## src/rtl/mrs_defines.vh

```
`ifndef MRS_DEFINES_VH
`define MRS_DEFINES_VH
// Clock and line timing
`define MRS_CLK_HZ        200000000
`define MRS_BAUD_DEFAULT  57600
`define MRS_BIT_CYCLES    (`MRS_CLK_HZ / `MRS_BAUD_DEFAULT)
// Silent interval of 3.5 characters, 11 bits each, closes a frame
`define MRS_GAP_BITS      39
`define MRS_GAP_CYCLES    (`MRS_BIT_CYCLES * `MRS_GAP_BITS)
// Function codes
`define MRS_FC_RD_HOLD    8'h03
`define MRS_FC_RD_INPUT   8'h04
`define MRS_FC_WR_SINGLE  8'h06
`define MRS_FC_DIAG       8'h07
`define MRS_FC_WR_MULTI   8'h10
`define MRS_FC_EXC_FLAG   8'h80
// Exception codes
`define MRS_EX_FUNC       8'h01
`define MRS_EX_ADDR       8'h02
`define MRS_EX_VALUE      8'h03
`define MRS_EX_FAIL       8'h04
// Limits
`define MRS_MAX_QTY       16'h007D
`define MRS_FRAME_MAX     64
`define MRS_CRC_INIT      16'hFFFF
`define MRS_CRC_POLY      16'hA001
`endif

```

## src/rtl/mrs_slave.v

```verilog
`timescale 1ns/100ps
`include "mrs_defines.vh"
module mrs_slave #(
    parameter [7:0]  NODE_ADDR = 8'h01,       // Slave node address
    parameter [15:0] MAP_BASE  = 16'h0000,    // First mapped register
    parameter [15:0] MAP_SIZE  = 16'h0100,    // Mapped registers
    parameter        BIT_CYCLES = `MRS_BIT_CYCLES, // Clocks per bit, 57600 bit/s
    parameter        GAP_CYCLES = BIT_CYCLES * `MRS_GAP_BITS
) (
    // Clock and reset
    input  wire        clk_i,
    input  wire        resetn_i,
    // Serial line
    input  wire        rx_i,
    output reg         tx_o,
    // Parameter store port
    output reg  [15:0] par_addr_o,
    output reg  [15:0] par_wdata_o,
    output reg         par_wr_o,
    input  wire [15:0] par_rdata_i,
    input  wire        par_wide_i,
    input  wire        par_err_i,
    // Status
    output reg         frame_drop_o
);
    localparam ST_RX   = 3'd0;   // Collecting bytes
    localparam ST_CHK  = 3'd1;   // Decode and validate
    localparam ST_EXEC = 3'd2;   // Per-register access
    localparam ST_CRC  = 3'd3;   // Append response CRC
    localparam ST_TX   = 3'd4;   // Send response
    localparam ST_CRCR = 3'd5;   // Checksum received frame

    reg        rx_m_r, rx_s_r;              // Line synchroniser
    reg  [7:0] buf_r [0:`MRS_FRAME_MAX-1];  // Frame buffer, shared rx/tx
    reg  [6:0] len_r;                       // Bytes received / to send
    reg  [6:0] idx_r;                       // Walk index
    reg  [2:0] st_r;
    reg [31:0] gap_r;                       // Silence counter
    reg [15:0] crc_r;
    reg [15:0] cnt_r;                       // Registers left
    reg  [7:0] exc_r;
    reg  [3:0] cbit_r;                      // CRC bit step
    reg        tx_go_r;
    wire [7:0] urx_data;
    wire       urx_valid, urx_idle, utx_busy, utx_line;
    wire [7:0] fc    = buf_r[1];
    wire [15:0] sadr = {buf_r[2], buf_r[3]};
    wire [15:0] qty  = {buf_r[4], buf_r[5]};
    wire [16:0] aend = {1'b0, sadr} + {1'b0, qty};
    wire       in_map = (sadr >= MAP_BASE) &&
                        (aend <= ({1'b0, MAP_BASE} + {1'b0, MAP_SIZE}));
    wire       fc_rd = (fc == `MRS_FC_RD_HOLD) || (fc == `MRS_FC_RD_INPUT);

    mrs_uart #(.BIT_CYCLES(BIT_CYCLES)) u_uart (
        .clk_i      (clk_i),
        .resetn_i   (resetn_i),
        .rx_i       (rx_s_r),
        .tx_o       (utx_line),
        .rx_data_o  (urx_data),
        .rx_valid_o (urx_valid),
        .rx_idle_o  (urx_idle),
        .tx_data_i  (buf_r[idx_r[5:0]]),
        .tx_start_i (tx_go_r),
        .tx_busy_o  (utx_busy)
    );

    // Main sequencer; one buffer keeps area small at the cost of half duplex
    always @(posedge clk_i or negedge resetn_i) begin
        if (!resetn_i) begin
            rx_m_r <= 1'b1;
            rx_s_r <= 1'b1;
            tx_o <= 1'b1;
            st_r <= ST_RX;
            len_r <= 7'h00;
            idx_r <= 7'h00;
            gap_r <= 32'h0000_0000;
            crc_r <= `MRS_CRC_INIT;
            cnt_r <= 16'h0000;
            exc_r <= 8'h00;
            cbit_r <= 4'h0;
            tx_go_r <= 1'b0;
            par_addr_o <= 16'h0000;
            par_wdata_o <= 16'h0000;
            par_wr_o <= 1'b0;
            frame_drop_o <= 1'b0;
        end else begin
            rx_m_r <= rx_i;
            rx_s_r <= rx_m_r;
            tx_o <= utx_line;
            tx_go_r <= 1'b0;
            par_wr_o <= 1'b0;
            frame_drop_o <= 1'b0;
            case (st_r)
                ST_RX: begin
                    if (urx_valid) begin
                        gap_r <= 32'h0000_0000;
                        if (len_r < `MRS_FRAME_MAX) begin
                            buf_r[len_r[5:0]] <= urx_data;
                            len_r <= len_r + 7'h01;
                        end
                    end else if (!urx_idle || len_r == 7'h00) begin
                        gap_r <= 32'h0000_0000;
                    end else if (gap_r >= GAP_CYCLES - 1) begin
                        // Silence ends the frame
                        st_r <= ST_CRCR;
                        idx_r <= 7'h00;
                        cbit_r <= 4'h0;
                        crc_r <= `MRS_CRC_INIT;
                    end else begin
                        gap_r <= gap_r + 32'h0000_0001;
                    end
                end
                ST_CRCR: begin
                    // Bit-serial CRC over whole frame incl. its CRC
                    if (idx_r == len_r) begin
                        if (crc_r == 16'h0000 && len_r >= 7'd4 &&
                            buf_r[0] == NODE_ADDR) begin
                            st_r <= ST_CHK;
                        end else begin
                            frame_drop_o <= 1'b1;
                            len_r <= 7'h00;
                            st_r <= ST_RX;
                        end
                    end else if (cbit_r == 4'h8) begin
                        cbit_r <= 4'h0;
                        idx_r <= idx_r + 7'h01;
                    end else begin
                        if (cbit_r == 4'h0) begin
                            crc_r <= crc16_step(crc_r ^ {8'h00, buf_r[idx_r[5:0]]});
                        end else begin
                            crc_r <= crc16_step(crc_r);
                        end
                        cbit_r <= cbit_r + 4'h1;
                    end
                end
                ST_CHK: begin
                    exc_r <= 8'h00;
                    idx_r <= 7'd2;
                    cnt_r <= qty;
                    st_r <= ST_EXEC;
                    par_addr_o <= sadr;
                    if (fc == 8'h00 || fc[7]) begin
                        exc_r <= `MRS_EX_FUNC;
                    end else if (fc == `MRS_FC_DIAG) begin
                        len_r <= len_r - 7'd2;
                        st_r <= ST_CRC;
                    end else if (fc_rd || fc == `MRS_FC_WR_MULTI) begin
                        if (len_r < 7'd8) begin
                            frame_drop_o <= 1'b1;
                            len_r <= 7'h00;
                            st_r <= ST_RX;
                        end else if (qty == 16'h0000 || qty > `MRS_MAX_QTY ||
                                     (fc_rd && qty > 16'h001D) || // Reply must fit buffer
                                     (!fc_rd && {9'h000, len_r} !=
                                      {qty[14:0], 1'b0} + 16'h0009)) begin
                            exc_r <= `MRS_EX_VALUE;
                        end else if (!in_map) begin
                            exc_r <= `MRS_EX_ADDR;
                        end else if (fc_rd) begin
                            idx_r <= 7'd3;
                            buf_r[2] <= {qty[6:0], 1'b0};
                        end else begin
                            idx_r <= 7'd7;
                        end
                    end else if (fc == `MRS_FC_WR_SINGLE) begin
                        cnt_r <= 16'h0001;
                        idx_r <= 7'd4;
                        if (len_r != 7'd8) begin
                            // Stale bytes would be written otherwise
                            frame_drop_o <= 1'b1;
                            len_r <= 7'h00;
                            st_r <= ST_RX;
                        end else if (sadr < MAP_BASE ||
                                     {1'b0, sadr} >= {1'b0, MAP_BASE} + {1'b0, MAP_SIZE}) begin
                            exc_r <= `MRS_EX_ADDR;
                        end
                    end else begin
                        exc_r <= `MRS_EX_FUNC;
                    end
                end
                ST_EXEC: begin
                    if (exc_r != 8'h00) begin
                        // Exception frame: addr, fc|0x80, code
                        buf_r[1] <= fc | `MRS_FC_EXC_FLAG;
                        buf_r[2] <= exc_r;
                        len_r <= 7'd3;
                        st_r <= ST_CRC;
                    end else if (cnt_r == 16'h0000) begin
                        len_r <= fc_rd ? idx_r : 7'd6;
                        st_r <= ST_CRC;
                    end else if (par_err_i) begin
                        exc_r <= `MRS_EX_FAIL;
                    end else if (fc == `MRS_FC_WR_SINGLE && par_wide_i) begin
                        exc_r <= `MRS_EX_FAIL;
                    end else if (fc_rd) begin
                        buf_r[idx_r[5:0]] <= par_rdata_i[15:8];
                        buf_r[idx_r[5:0] + 6'd1] <= par_rdata_i[7:0];
                        idx_r <= idx_r + 7'd2;
                        cnt_r <= cnt_r - 16'h0001;
                        par_addr_o <= par_addr_o + 16'h0001;
                    end else begin
                        par_wdata_o <= {buf_r[idx_r[5:0]], buf_r[idx_r[5:0] + 6'd1]};
                        par_wr_o <= 1'b1;
                        idx_r <= idx_r + 7'd2;
                        cnt_r <= cnt_r - 16'h0001;
                        if (par_wr_o) begin
                            par_addr_o <= par_addr_o + 16'h0001;
                        end
                    end
                end
                ST_CRC: begin
                    // Append CRC over response bytes
                    if (idx_r == len_r && cbit_r == 4'h0) begin
                        buf_r[len_r[5:0]] <= crc_r[7:0];
                        buf_r[len_r[5:0] + 6'd1] <= crc_r[15:8];
                        len_r <= len_r + 7'd2;
                        idx_r <= 7'h00;
                        st_r <= ST_TX;
                    end else if (cbit_r == 4'h8) begin
                        cbit_r <= 4'h0;
                        idx_r <= idx_r + 7'h01;
                    end else begin
                        if (cbit_r == 4'h0) begin
                            if (idx_r == 7'h00 || st_r != ST_CRC) begin
                                crc_r <= crc16_step(`MRS_CRC_INIT ^ {8'h00, buf_r[0]});
                            end else begin
                                crc_r <= crc16_step(crc_r ^ {8'h00, buf_r[idx_r[5:0]]});
                            end
                        end else begin
                            crc_r <= crc16_step(crc_r);
                        end
                        cbit_r <= cbit_r + 4'h1;
                    end
                end
                ST_TX: begin
                    if (!utx_busy && !tx_go_r) begin
                        if (idx_r == len_r) begin
                            len_r <= 7'h00;
                            gap_r <= 32'h0000_0000;
                            st_r <= ST_RX;
                        end else begin
                            tx_go_r <= 1'b1;
                        end
                    end
                    if (tx_go_r) begin
                        idx_r <= idx_r + 7'h01;
                    end
                end
                default: st_r <= ST_RX;
            endcase
            if (st_r == ST_EXEC && exc_r == 8'h00 && cnt_r == 16'h0000) begin
                idx_r <= 7'h00;
                cbit_r <= 4'h0;
            end
            if (st_r == ST_EXEC && exc_r != 8'h00) begin
                idx_r <= 7'h00;
                cbit_r <= 4'h0;
            end
            if (st_r == ST_CHK && fc == `MRS_FC_DIAG) begin
                idx_r <= 7'h00;
                cbit_r <= 4'h0;
            end
        end
    end

    // One CRC-16 shift step, reflected polynomial
    function [15:0] crc16_step;
        input [15:0] c;
        begin
            crc16_step = c[0] ? ((c >> 1) ^ `MRS_CRC_POLY) : (c >> 1);
        end
    endfunction
endmodule

```

## src/rtl/mrs_uart.v

```verilog
`timescale 1ns/100ps
`include "mrs_defines.vh"
// Byte serialiser/deserialiser, 8N1, fixed bit period
module mrs_uart #(
    parameter BIT_CYCLES = `MRS_BIT_CYCLES
) (
    // Clock and reset
    input  wire       clk_i,
    input  wire       resetn_i,
    // Line, rx already synchronised
    input  wire       rx_i,
    output reg        tx_o,
    // Receive side
    output reg  [7:0] rx_data_o,
    output reg        rx_valid_o,
    output reg        rx_idle_o,
    // Transmit side
    input  wire [7:0] tx_data_i,
    input  wire       tx_start_i,
    output reg        tx_busy_o
);
    reg [15:0] rx_cnt_r;     // Rx bit timer
    reg [3:0]  rx_bit_r;     // Rx bit index
    reg [8:0]  rx_sh_r;      // Rx shifter
    reg        rx_act_r;     // Rx in a character
    reg [15:0] tx_cnt_r;     // Tx bit timer
    reg [3:0]  tx_bit_r;     // Tx bit index
    reg [9:0]  tx_sh_r;      // Tx shifter with start/stop

    // Receiver: mid-bit sampling after start edge
    always @(posedge clk_i or negedge resetn_i) begin
        if (!resetn_i) begin
            rx_cnt_r   <= 16'h0000;
            rx_bit_r   <= 4'h0;
            rx_sh_r    <= 9'h000;
            rx_act_r   <= 1'b0;
            rx_data_o  <= 8'h00;
            rx_valid_o <= 1'b0;
            rx_idle_o  <= 1'b1;
        end else begin
            rx_valid_o <= 1'b0;
            rx_idle_o  <= !rx_act_r;
            if (!rx_act_r) begin
                if (!rx_i) begin
                    // Start at half period to hit bit centres
                    rx_act_r <= 1'b1;
                    rx_cnt_r <= BIT_CYCLES[15:0] >> 1;
                    rx_bit_r <= 4'h0;
                end
            end else if (rx_cnt_r != 16'h0000) begin
                rx_cnt_r <= rx_cnt_r - 16'h0001;
            end else begin
                rx_cnt_r <= BIT_CYCLES[15:0] - 16'h0001;
                rx_sh_r  <= {rx_i, rx_sh_r[8:1]};
                rx_bit_r <= rx_bit_r + 4'h1;
                if (rx_bit_r == 4'h0 && rx_i) begin
                    rx_act_r <= 1'b0;   // Glitch, not a start bit
                end else if (rx_bit_r == 4'h9) begin
                    rx_act_r   <= 1'b0;
                    rx_data_o  <= rx_sh_r[8:1];
                    rx_valid_o <= rx_i; // Framing error drops the byte
                end
            end
        end
    end

    // Transmitter: LSB first, one stop bit
    always @(posedge clk_i or negedge resetn_i) begin
        if (!resetn_i) begin
            tx_cnt_r  <= 16'h0000;
            tx_bit_r  <= 4'h0;
            tx_sh_r   <= 10'h3FF;
            tx_o      <= 1'b1;
            tx_busy_o <= 1'b0;
        end else if (!tx_busy_o) begin
            tx_o <= 1'b1;
            if (tx_start_i) begin
                tx_sh_r   <= {1'b1, tx_data_i, 1'b0};
                tx_busy_o <= 1'b1;
                tx_bit_r  <= 4'h0;
                tx_cnt_r  <= 16'h0000;
            end
        end else if (tx_cnt_r != 16'h0000) begin
            tx_cnt_r <= tx_cnt_r - 16'h0001;
        end else if (tx_bit_r == 4'hA) begin
            tx_busy_o <= 1'b0;
        end else begin
            tx_o     <= tx_sh_r[0];
            tx_sh_r  <= {1'b1, tx_sh_r[9:1]};
            tx_bit_r <= tx_bit_r + 4'h1;
            tx_cnt_r <= BIT_CYCLES[15:0] - 16'h0001;
        end
    end
endmodule
```

## config.mk

```make
export PLATFORM = sky130hd
export DESIGN_NAME = mrs_slave
export DESIGN_NICKNAME = d
export VERILOG_FILES = /design/src/rtl/mrs_slave.v /design/src/rtl/mrs_uart.v
export VERILOG_INCLUDE_DIRS = /design/src /design/src/rtl
export SDC_FILE = /design/constraint.sdc
export NUM_CORES = 2
export LEC_CHECK = 0
export BUFFER_PORTS_ARGS = -buffer_cell sky130_fd_sc_hd__buf_4
export CAP_MARGIN = 25
export CORE_MARGIN = 1
export CORE_UTILIZATION = 55
export DETAILED_ROUTE_END_ITERATION = 8
export PLACE_DENSITY = 0.76
export SLEW_MARGIN = 10
export SYNTH_ARGS = -nofsm -noshare
export SYNTH_HDL_FRONTEND = slang
export SYNTH_SLANG_ARGS = --single-unit
export TNS_END_PERCENT = 1
```

## constraint.sdc

```tcl
create_clock -name clk_i -period 12.7 [get_ports clk_i]
set_input_delay 0.635 -clock clk_i [delete_from_list [all_inputs] [get_ports clk_i]]
set_output_delay 0.635 -clock clk_i [all_outputs]
set_load 0.01 [all_outputs]
```

**Word level (Yosys, flattened, before mapping)**

Memories as Yosys holds them, arrays and structs flattened. A register that Yosys moved wholly into a read port is not among the register bits.
Cells that the tools add are included.

- Logic and storage cells: 410
- Memories kept: 1
- Bits of input ports: 21
- Register bits after elaboration: 203
- Output and inout bits: 35
- Bits in writable memories: 512
- Bits in latches: 0
- Bits in read-only memories: 0

- Divide/modulo/power cells: 0
- Multiply operators: 0
- Order comparisons: 10
- $add $sub $neg: 17
- Equal/unequal tests: 59
- Shift-type cells: 0
- Multiplexer cells: 208
- Bitwise operators: 14
- Reduce and logical (&&, ||, !) cells: 73

Memory list:

| memory | words | width | read ports | clocked after Yosys merged registers in | wr ports | RTL line | source |
|---|---|---|---|---|---|---|---|
| buf_r | 64 | 8 | 8 | 1 | 2 | mrs_slave.v:34 | `` reg [7:0] buf_r [0:`MRS_FRAME_MAX-1]; `` |

Operators with widths:

| cell | number |
|---|---|
| $mux W16 | 34 |
| $mux W7 | 33 |
| $mux W32 | 5 |
| $mux W8 | 14 |
| $pmux W7 S6 | 2 |
| $mux W4 | 16 |
| $pmux W16 S2 | 2 |
| $pmux W32 S2 | 1 |
| $mux W1 | 63 |
| $mux W3 | 17 |
| $logic_not A16 Y1 | 3 |
| $pmux W16 S3 | 1 |
| $sub A16 B1 Y16 const B | 3 |
| $ne A2 B2 Y1 const B | 21 |
| $mux W10 | 4 |
| $add A32 B1 Y32 const B | 1 |
| $ge A32 B18 Y1 const B | 1 |
| $reduce_bool A16 Y1 | 2 |
| $reduce_or A8 Y1 | 4 |
| $ne A5 B5 Y1 const B | 6 |
| $eq A8 B3 Y1 const B | 3 |
| $mux W6 | 4 |
| $ne A5 B2 Y1 const B | 4 |
| $logic_and A1 B1 Y1 | 18 |
| other kinds (60) | 119 |

**Longest topological paths before layout**

An unclocked memory read counts as a cell.

- Depth in word-level cells: 18
- Gate-level depth with buffers: 18
- Depth with buffers taken out: 12

**By module**

From an unflattened synthesis, not the netlist that was laid out.

- Cell total of the unflattened synthesis: 3794
- Area total of the unflattened synthesis: 43614.3 sq um

Modules (own cells, without submodules):

| module | area an instance (sq um) | cells each | times used | sequential area each (sq um) |
|---|---|---|---|---|
| mrs_slave | 39898.3 | 3431 | 1 | 18551.5 |
| mrs_uart | 3716.1 | 363 | 1 | 1765.4 |

**Least setup slack after synthesis**

No wires, ideal clock.

- Path type: register to register
- From: reg idx_r[0]
- To: mem buf_r[27][0], enable pin
- Stages on the path, launching flop included: 16
- Path slack: 7.686 ns
- Data arrival time: 4.630 ns
- Required time: 12.316 ns
- Clock period less this slack: 5.014 ns
- Library setup time: 0.384 ns
- Cells stage by stage: dfrtp_1 buf_2 buf_2 buf_2 buf_4 buf_2 inv_1 ha_1 clkbuf_1 buf_1 buf_2 buf_2 nand3_1 a211oi_1 nand2_1 o21ai_0

RTL lines:

| what | RTL line | source |
|---|---|---|
| start, declared | mrs_slave.v:36 | `reg [6:0] idx_r;` |
| start signal, assigned | mrs_slave.v:126 | `idx_r <= idx_r + 7'h01;` |
| start signal, assigned | mrs_slave.v:198 | `idx_r <= idx_r + 7'd2;` |
| start signal, assigned | mrs_slave.v:204 | `idx_r <= idx_r + 7'd2;` |
| end, declared | mrs_slave.v:34 |  |

==> impl_metrics.sql <==
INSERT INTO impl_metrics (metric_group, metric, value, unit) VALUES
('status', 'status', 'finished, violations left', ''),
('status', 'failed_checks', 'DRC, hold timing', ''),
('synth', 'postSynth.topFlopCell', 'sky130_fd_sc_hd__edfxtp_1', ''),
('die', 'die_area', '79900', 'µm²'),
('clock_network', 'path_clk_slew', '0.06', 'ns'),
('timing', 'final.setup_skew', '0.0279', 'ns'),
('setup_path', 'reg2reg_setup_slack', '6.41', 'ns'),
('die', 'floorplan.die.height', '283', 'µm'),
('clock_network', 'cts_resized', '0', ''),
('setup_path', 'worst_r2r_endpoint', 'buf_r[22][6]', ''),
('final_layout', 'seq_area', '20300', 'µm²'),
('clock_network', 'cts_sinks', '708', ''),
('global_route', 'largest_net_degree_at_the_start_of_global_routing', '147', ''),
('synth', 'synthCells', '4176', ''),
('min_path', 'worstHoldPathType', 'input pin to async pin', ''),
('setup_path', 'worst-r2r-cell-count', '9', ''),
('detailed_routing', 'vias_per_cell', '7.16', ''),
('clock_network', 'clock_tree.htree_level_count', '3', ''),
('synth', 'synth_top_cell_by_area', 'sky130_fd_sc_hd__edfxtp_1', ''),
('placed_design', 'final_replace_weighted_congestion', '1.01', ''),
('global_route', 'gr-total-overflow', '0', ''),
('detailed_routing', 'drt.antenna.violating_nets', '0', ''),
('timing', 'worst_relative_slew_slack', '0.143', ''),
('die', 'initial_utilization', '0.557', ''),
('setup_path', 'setup.worst_path.start_class', 'register', ''),
('pwr', 'worst_ir_drop_vdd', '86.9', 'µV'),
('synth', 'synth_enable_flop_cells', '512', ''),
('die', 'chipWidth', '283', 'µm'),
('placed_design', 'dp_hpwl', '95.5', 'mm'),
('clock_network', 'cts.root.buffer_cell', 'sky130_fd_sc_hd__clkbuf_16', ''),
('timing', 'drv_slew', '0', ''),
('synth', 'ys_async_sr_fraction', '0.277', ''),
('final_layout', 'share_of_post_route_cells_with_drive_strength_above_1', '0.178', ''),
('synth', 'synth_warnings', '0', ''),
('timing', 'worst_hold_slack', '-0.0337', 'ns'),
('global_route', 'global_route_wire_length_before_repair', '221', 'mm'),
('detailed_routing', 'wl_per_cell', '28.6', 'µm'),
('setup_path', 'timing.critical_path.max_delay_family', 'buffers and inverters', ''),
('setup_path', 'cp.buffers_inverters', '3', ''),
('detailed_routing', 'drcViolationCount', '4', ''),
('synth', 'netlist_top_cells_area', 'sky130_fd_sc_hd__edfxtp_1 (35%), sky130_fd_sc_hd__mux4_2 (15%), sky130_fd_sc_hd__dfrtp_1 (9.6%)', ''),
('placed_design', 'placedInstanceArea', '44800', 'µm²'),
('setup_path', 'cp_common_cell', 'sky130_fd_sc_hd__buf_4', ''),
('final_layout', 'finalNetCount', '4171', ''),
('die', 'io_pins', '56', ''),
('placed_design', 'port_buffers', '55', ''),
('timing', 'final_hold_viol_count', '14', ''),
('final_layout', 'layout.cell_area.non_filler', '47500', 'µm²'),
('detailed_routing', 'num_vias', '37300', ''),
('setup_path', 'worstReg2RegStart', 'idx_r[1]', ''),
('global_route', 'globalRouteTotalUtil', '0.375', ''),
('final_layout', 'layout.cells.most_common_list', 'sky130_fd_sc_hd__nand2_1 (664), sky130_fd_sc_hd__edfxtp_1 (512), sky130_fd_sc_hd__o21ai_0 (455), sky130_fd_sc_hd__nor2_1 (437), sky130_fd_sc_hd__a21oi_1 (351)', ''),
('global_route', 'first_global_vias', '34800', ''),
('synth', 'synth_top_cell_area_share', '0.355', ''),
('synth', 'avgSynthCellArea', '10.4', 'µm²'),
('timing', 'worst-slew-pin-transition', '1.29', 'ns'),
('setup_path', 'top_fanout_value_on_the_critical_path', '49', ''),
('timing', 'rsz0062_at_grt', 'no', ''),
('detailed_routing', 'postRouteWirelength', '149', 'mm'),
('synth', 'synth-seq-area-share', '0.469', ''),
('timing', 'setup_violations', '0', ''),
('pwr', 'power.density', '102', 'nW/µm²'),
('detailed_routing', 'initialDrtViolationCount', '6642', ''),
('clock_network', 'ctsHoldBuffers', '0', ''),
('synth', 'net_count_of_the_mapped_netlist', '4239', ''),
('timing', 'timing.final.crit_period', '6.29', 'ns'),
('setup_path', 'critical-path-max-stage-delay', '1.07', 'ns'),
('setup_path', 'slowest_stage', 'sky130_fd_sc_hd__a221oi_1', ''),
('setup_path', 'endpoint_kind', 'register', ''),
('die', 'rows', '102', ''),
('global_route', 'grt_antenna_before_repair', '12', '');
==> worst register-to-register path, cell delays in order (launching register included) <==
cell and delay (ns):
sky130_fd_sc_hd__dfrtp_4 0.66, sky130_fd_sc_hd__inv_1 0.25, sky130_fd_sc_hd__ha_4 0.92, sky130_fd_sc_hd__buf_4 0.88
sky130_fd_sc_hd__buf_4 0.94, sky130_fd_sc_hd__a31oi_1 0.30, sky130_fd_sc_hd__a221oi_1 1.07, sky130_fd_sc_hd__nand2_1 0.61
sky130_fd_sc_hd__nor2_1 0.29, sky130_fd_sc_hd__a21oi_1 0.07
==> state kept, by name, indices dropped and copies added (netlist names), 16 cells and up <==
register / count
u_uart.rx_cnt_r: 16
par_addr_o: 16
gap_r: 32
u_uart.tx_cnt_r: 16
cnt_r: 16
buf_r: 512
crc_r: 16
par_wdata_o: 16
==> cells by family after synthesis <==
family	after synthesis	synth area share
adders and majority gates	42	0.0123
AOI/OAI and AO/OA	1117	0.149
xor gates and xnor gates	68	0.0137
muxes	375	0.172
and+or+nand+nor	1473	0.146
buffers and inverters	393	0.0370
DFF	708	0.469
==> how the worst max path moves through the flow <==
stage | cells past startpoint | end | slack, ns | startpoint
after global routing | 9 | buf_r[54][1] | 6.09 | idx_r[1]
after CTS | 9 | buf_r[22][6] | 6.51 | idx_r[1]
final | 9 | buf_r[22][6] | 6.41 | idx_r[1]
after detailed placement | 9 | buf_r[22][3] | 6.67 | idx_r[1]
after global placement | 9 | buf_r[22][6] | 6.80 | idx_r[0]
after floorplan | 15 | buf_r[27][0] | 7.69 | idx_r[0]
==> routing by layer <==
metal	global-route usage	up-vias	part of all wire
li1	-	15500	-
met1	0.484	17500	0.34
met2	0.540	3418	0.42
met3	0.121	800	0.16
met4	0.251	18	0.081
met5	0	-	0.00084
==> metrics by stage <==
stage / hold slack (ns) / util / cells / setup WS [ns] / power, µW
finish: -0.0337 / 0.612 / 5210 / 6.41 / 4850
global route: 0.0502 / 0.611 / 5209 / 6.09 / 4940
CTS: 0.0195 / 0.610 / 5196 / 6.51 / 4850
detailed placement: 0.350 / 0.577 / 5055 / 6.67 / 2520
global placement: 0.352 / 0.575 / 5036 / 6.80 / 2520
floorplan: 0.339 / - / 4176 / 7.69 / 2500
==> layout make-up <==
cell class / count / share of cell area
Multi-Input combinational cell: 3075 / 0.456
Sequential cell: 708 / 0.428
Clock buffer: 94 / 0.0432
Timing Repair Buffer: 190 / 0.0297
Tap cell: 1040 / 0.0274
Clock inverter: 47 / 0.0117
Inverter: 55 / 0.00434
Antenna cell: 1 / 0.0000527
==> cell usage after synthesis, drive strengths merged, types with 19 or more instances <==
| cell type | instances |
|---|---|
| buf | 89 |
| dfstp | 30 |
| mux2i | 50 |
| xor2 | 28 |
| nor2 | 438 |
| mux2 | 31 |
| nor3 | 48 |
| clkbuf | 249 |
| and3 | 47 |
| nand2b | 20 |
| a211oi | 21 |
| o21ai | 488 |
| o22ai | 23 |
| nor2b | 19 |
| inv | 54 |
| a21oi | 376 |
| nand4 | 23 |
| a31oi | 31 |
| nand2 | 664 |
| xnor2 | 40 |
| nand3 | 110 |
| mux4 | 294 |
| dfrtp | 166 |
| a311oi | 28 |
| edfxtp | 512 |
| ha | 41 |
| nor4 | 31 |
==> report_power, final <==
part           total [µW]  switching, µW  internal [µW]  leakage, µW
Combinational        21.3           16.3           4.92      0.00755
Clock                2380           1010           1370      0.00126
Sequential           2460          0.297           2460      0.00599
Note: power is estimated with default switching activity, not from simulation.
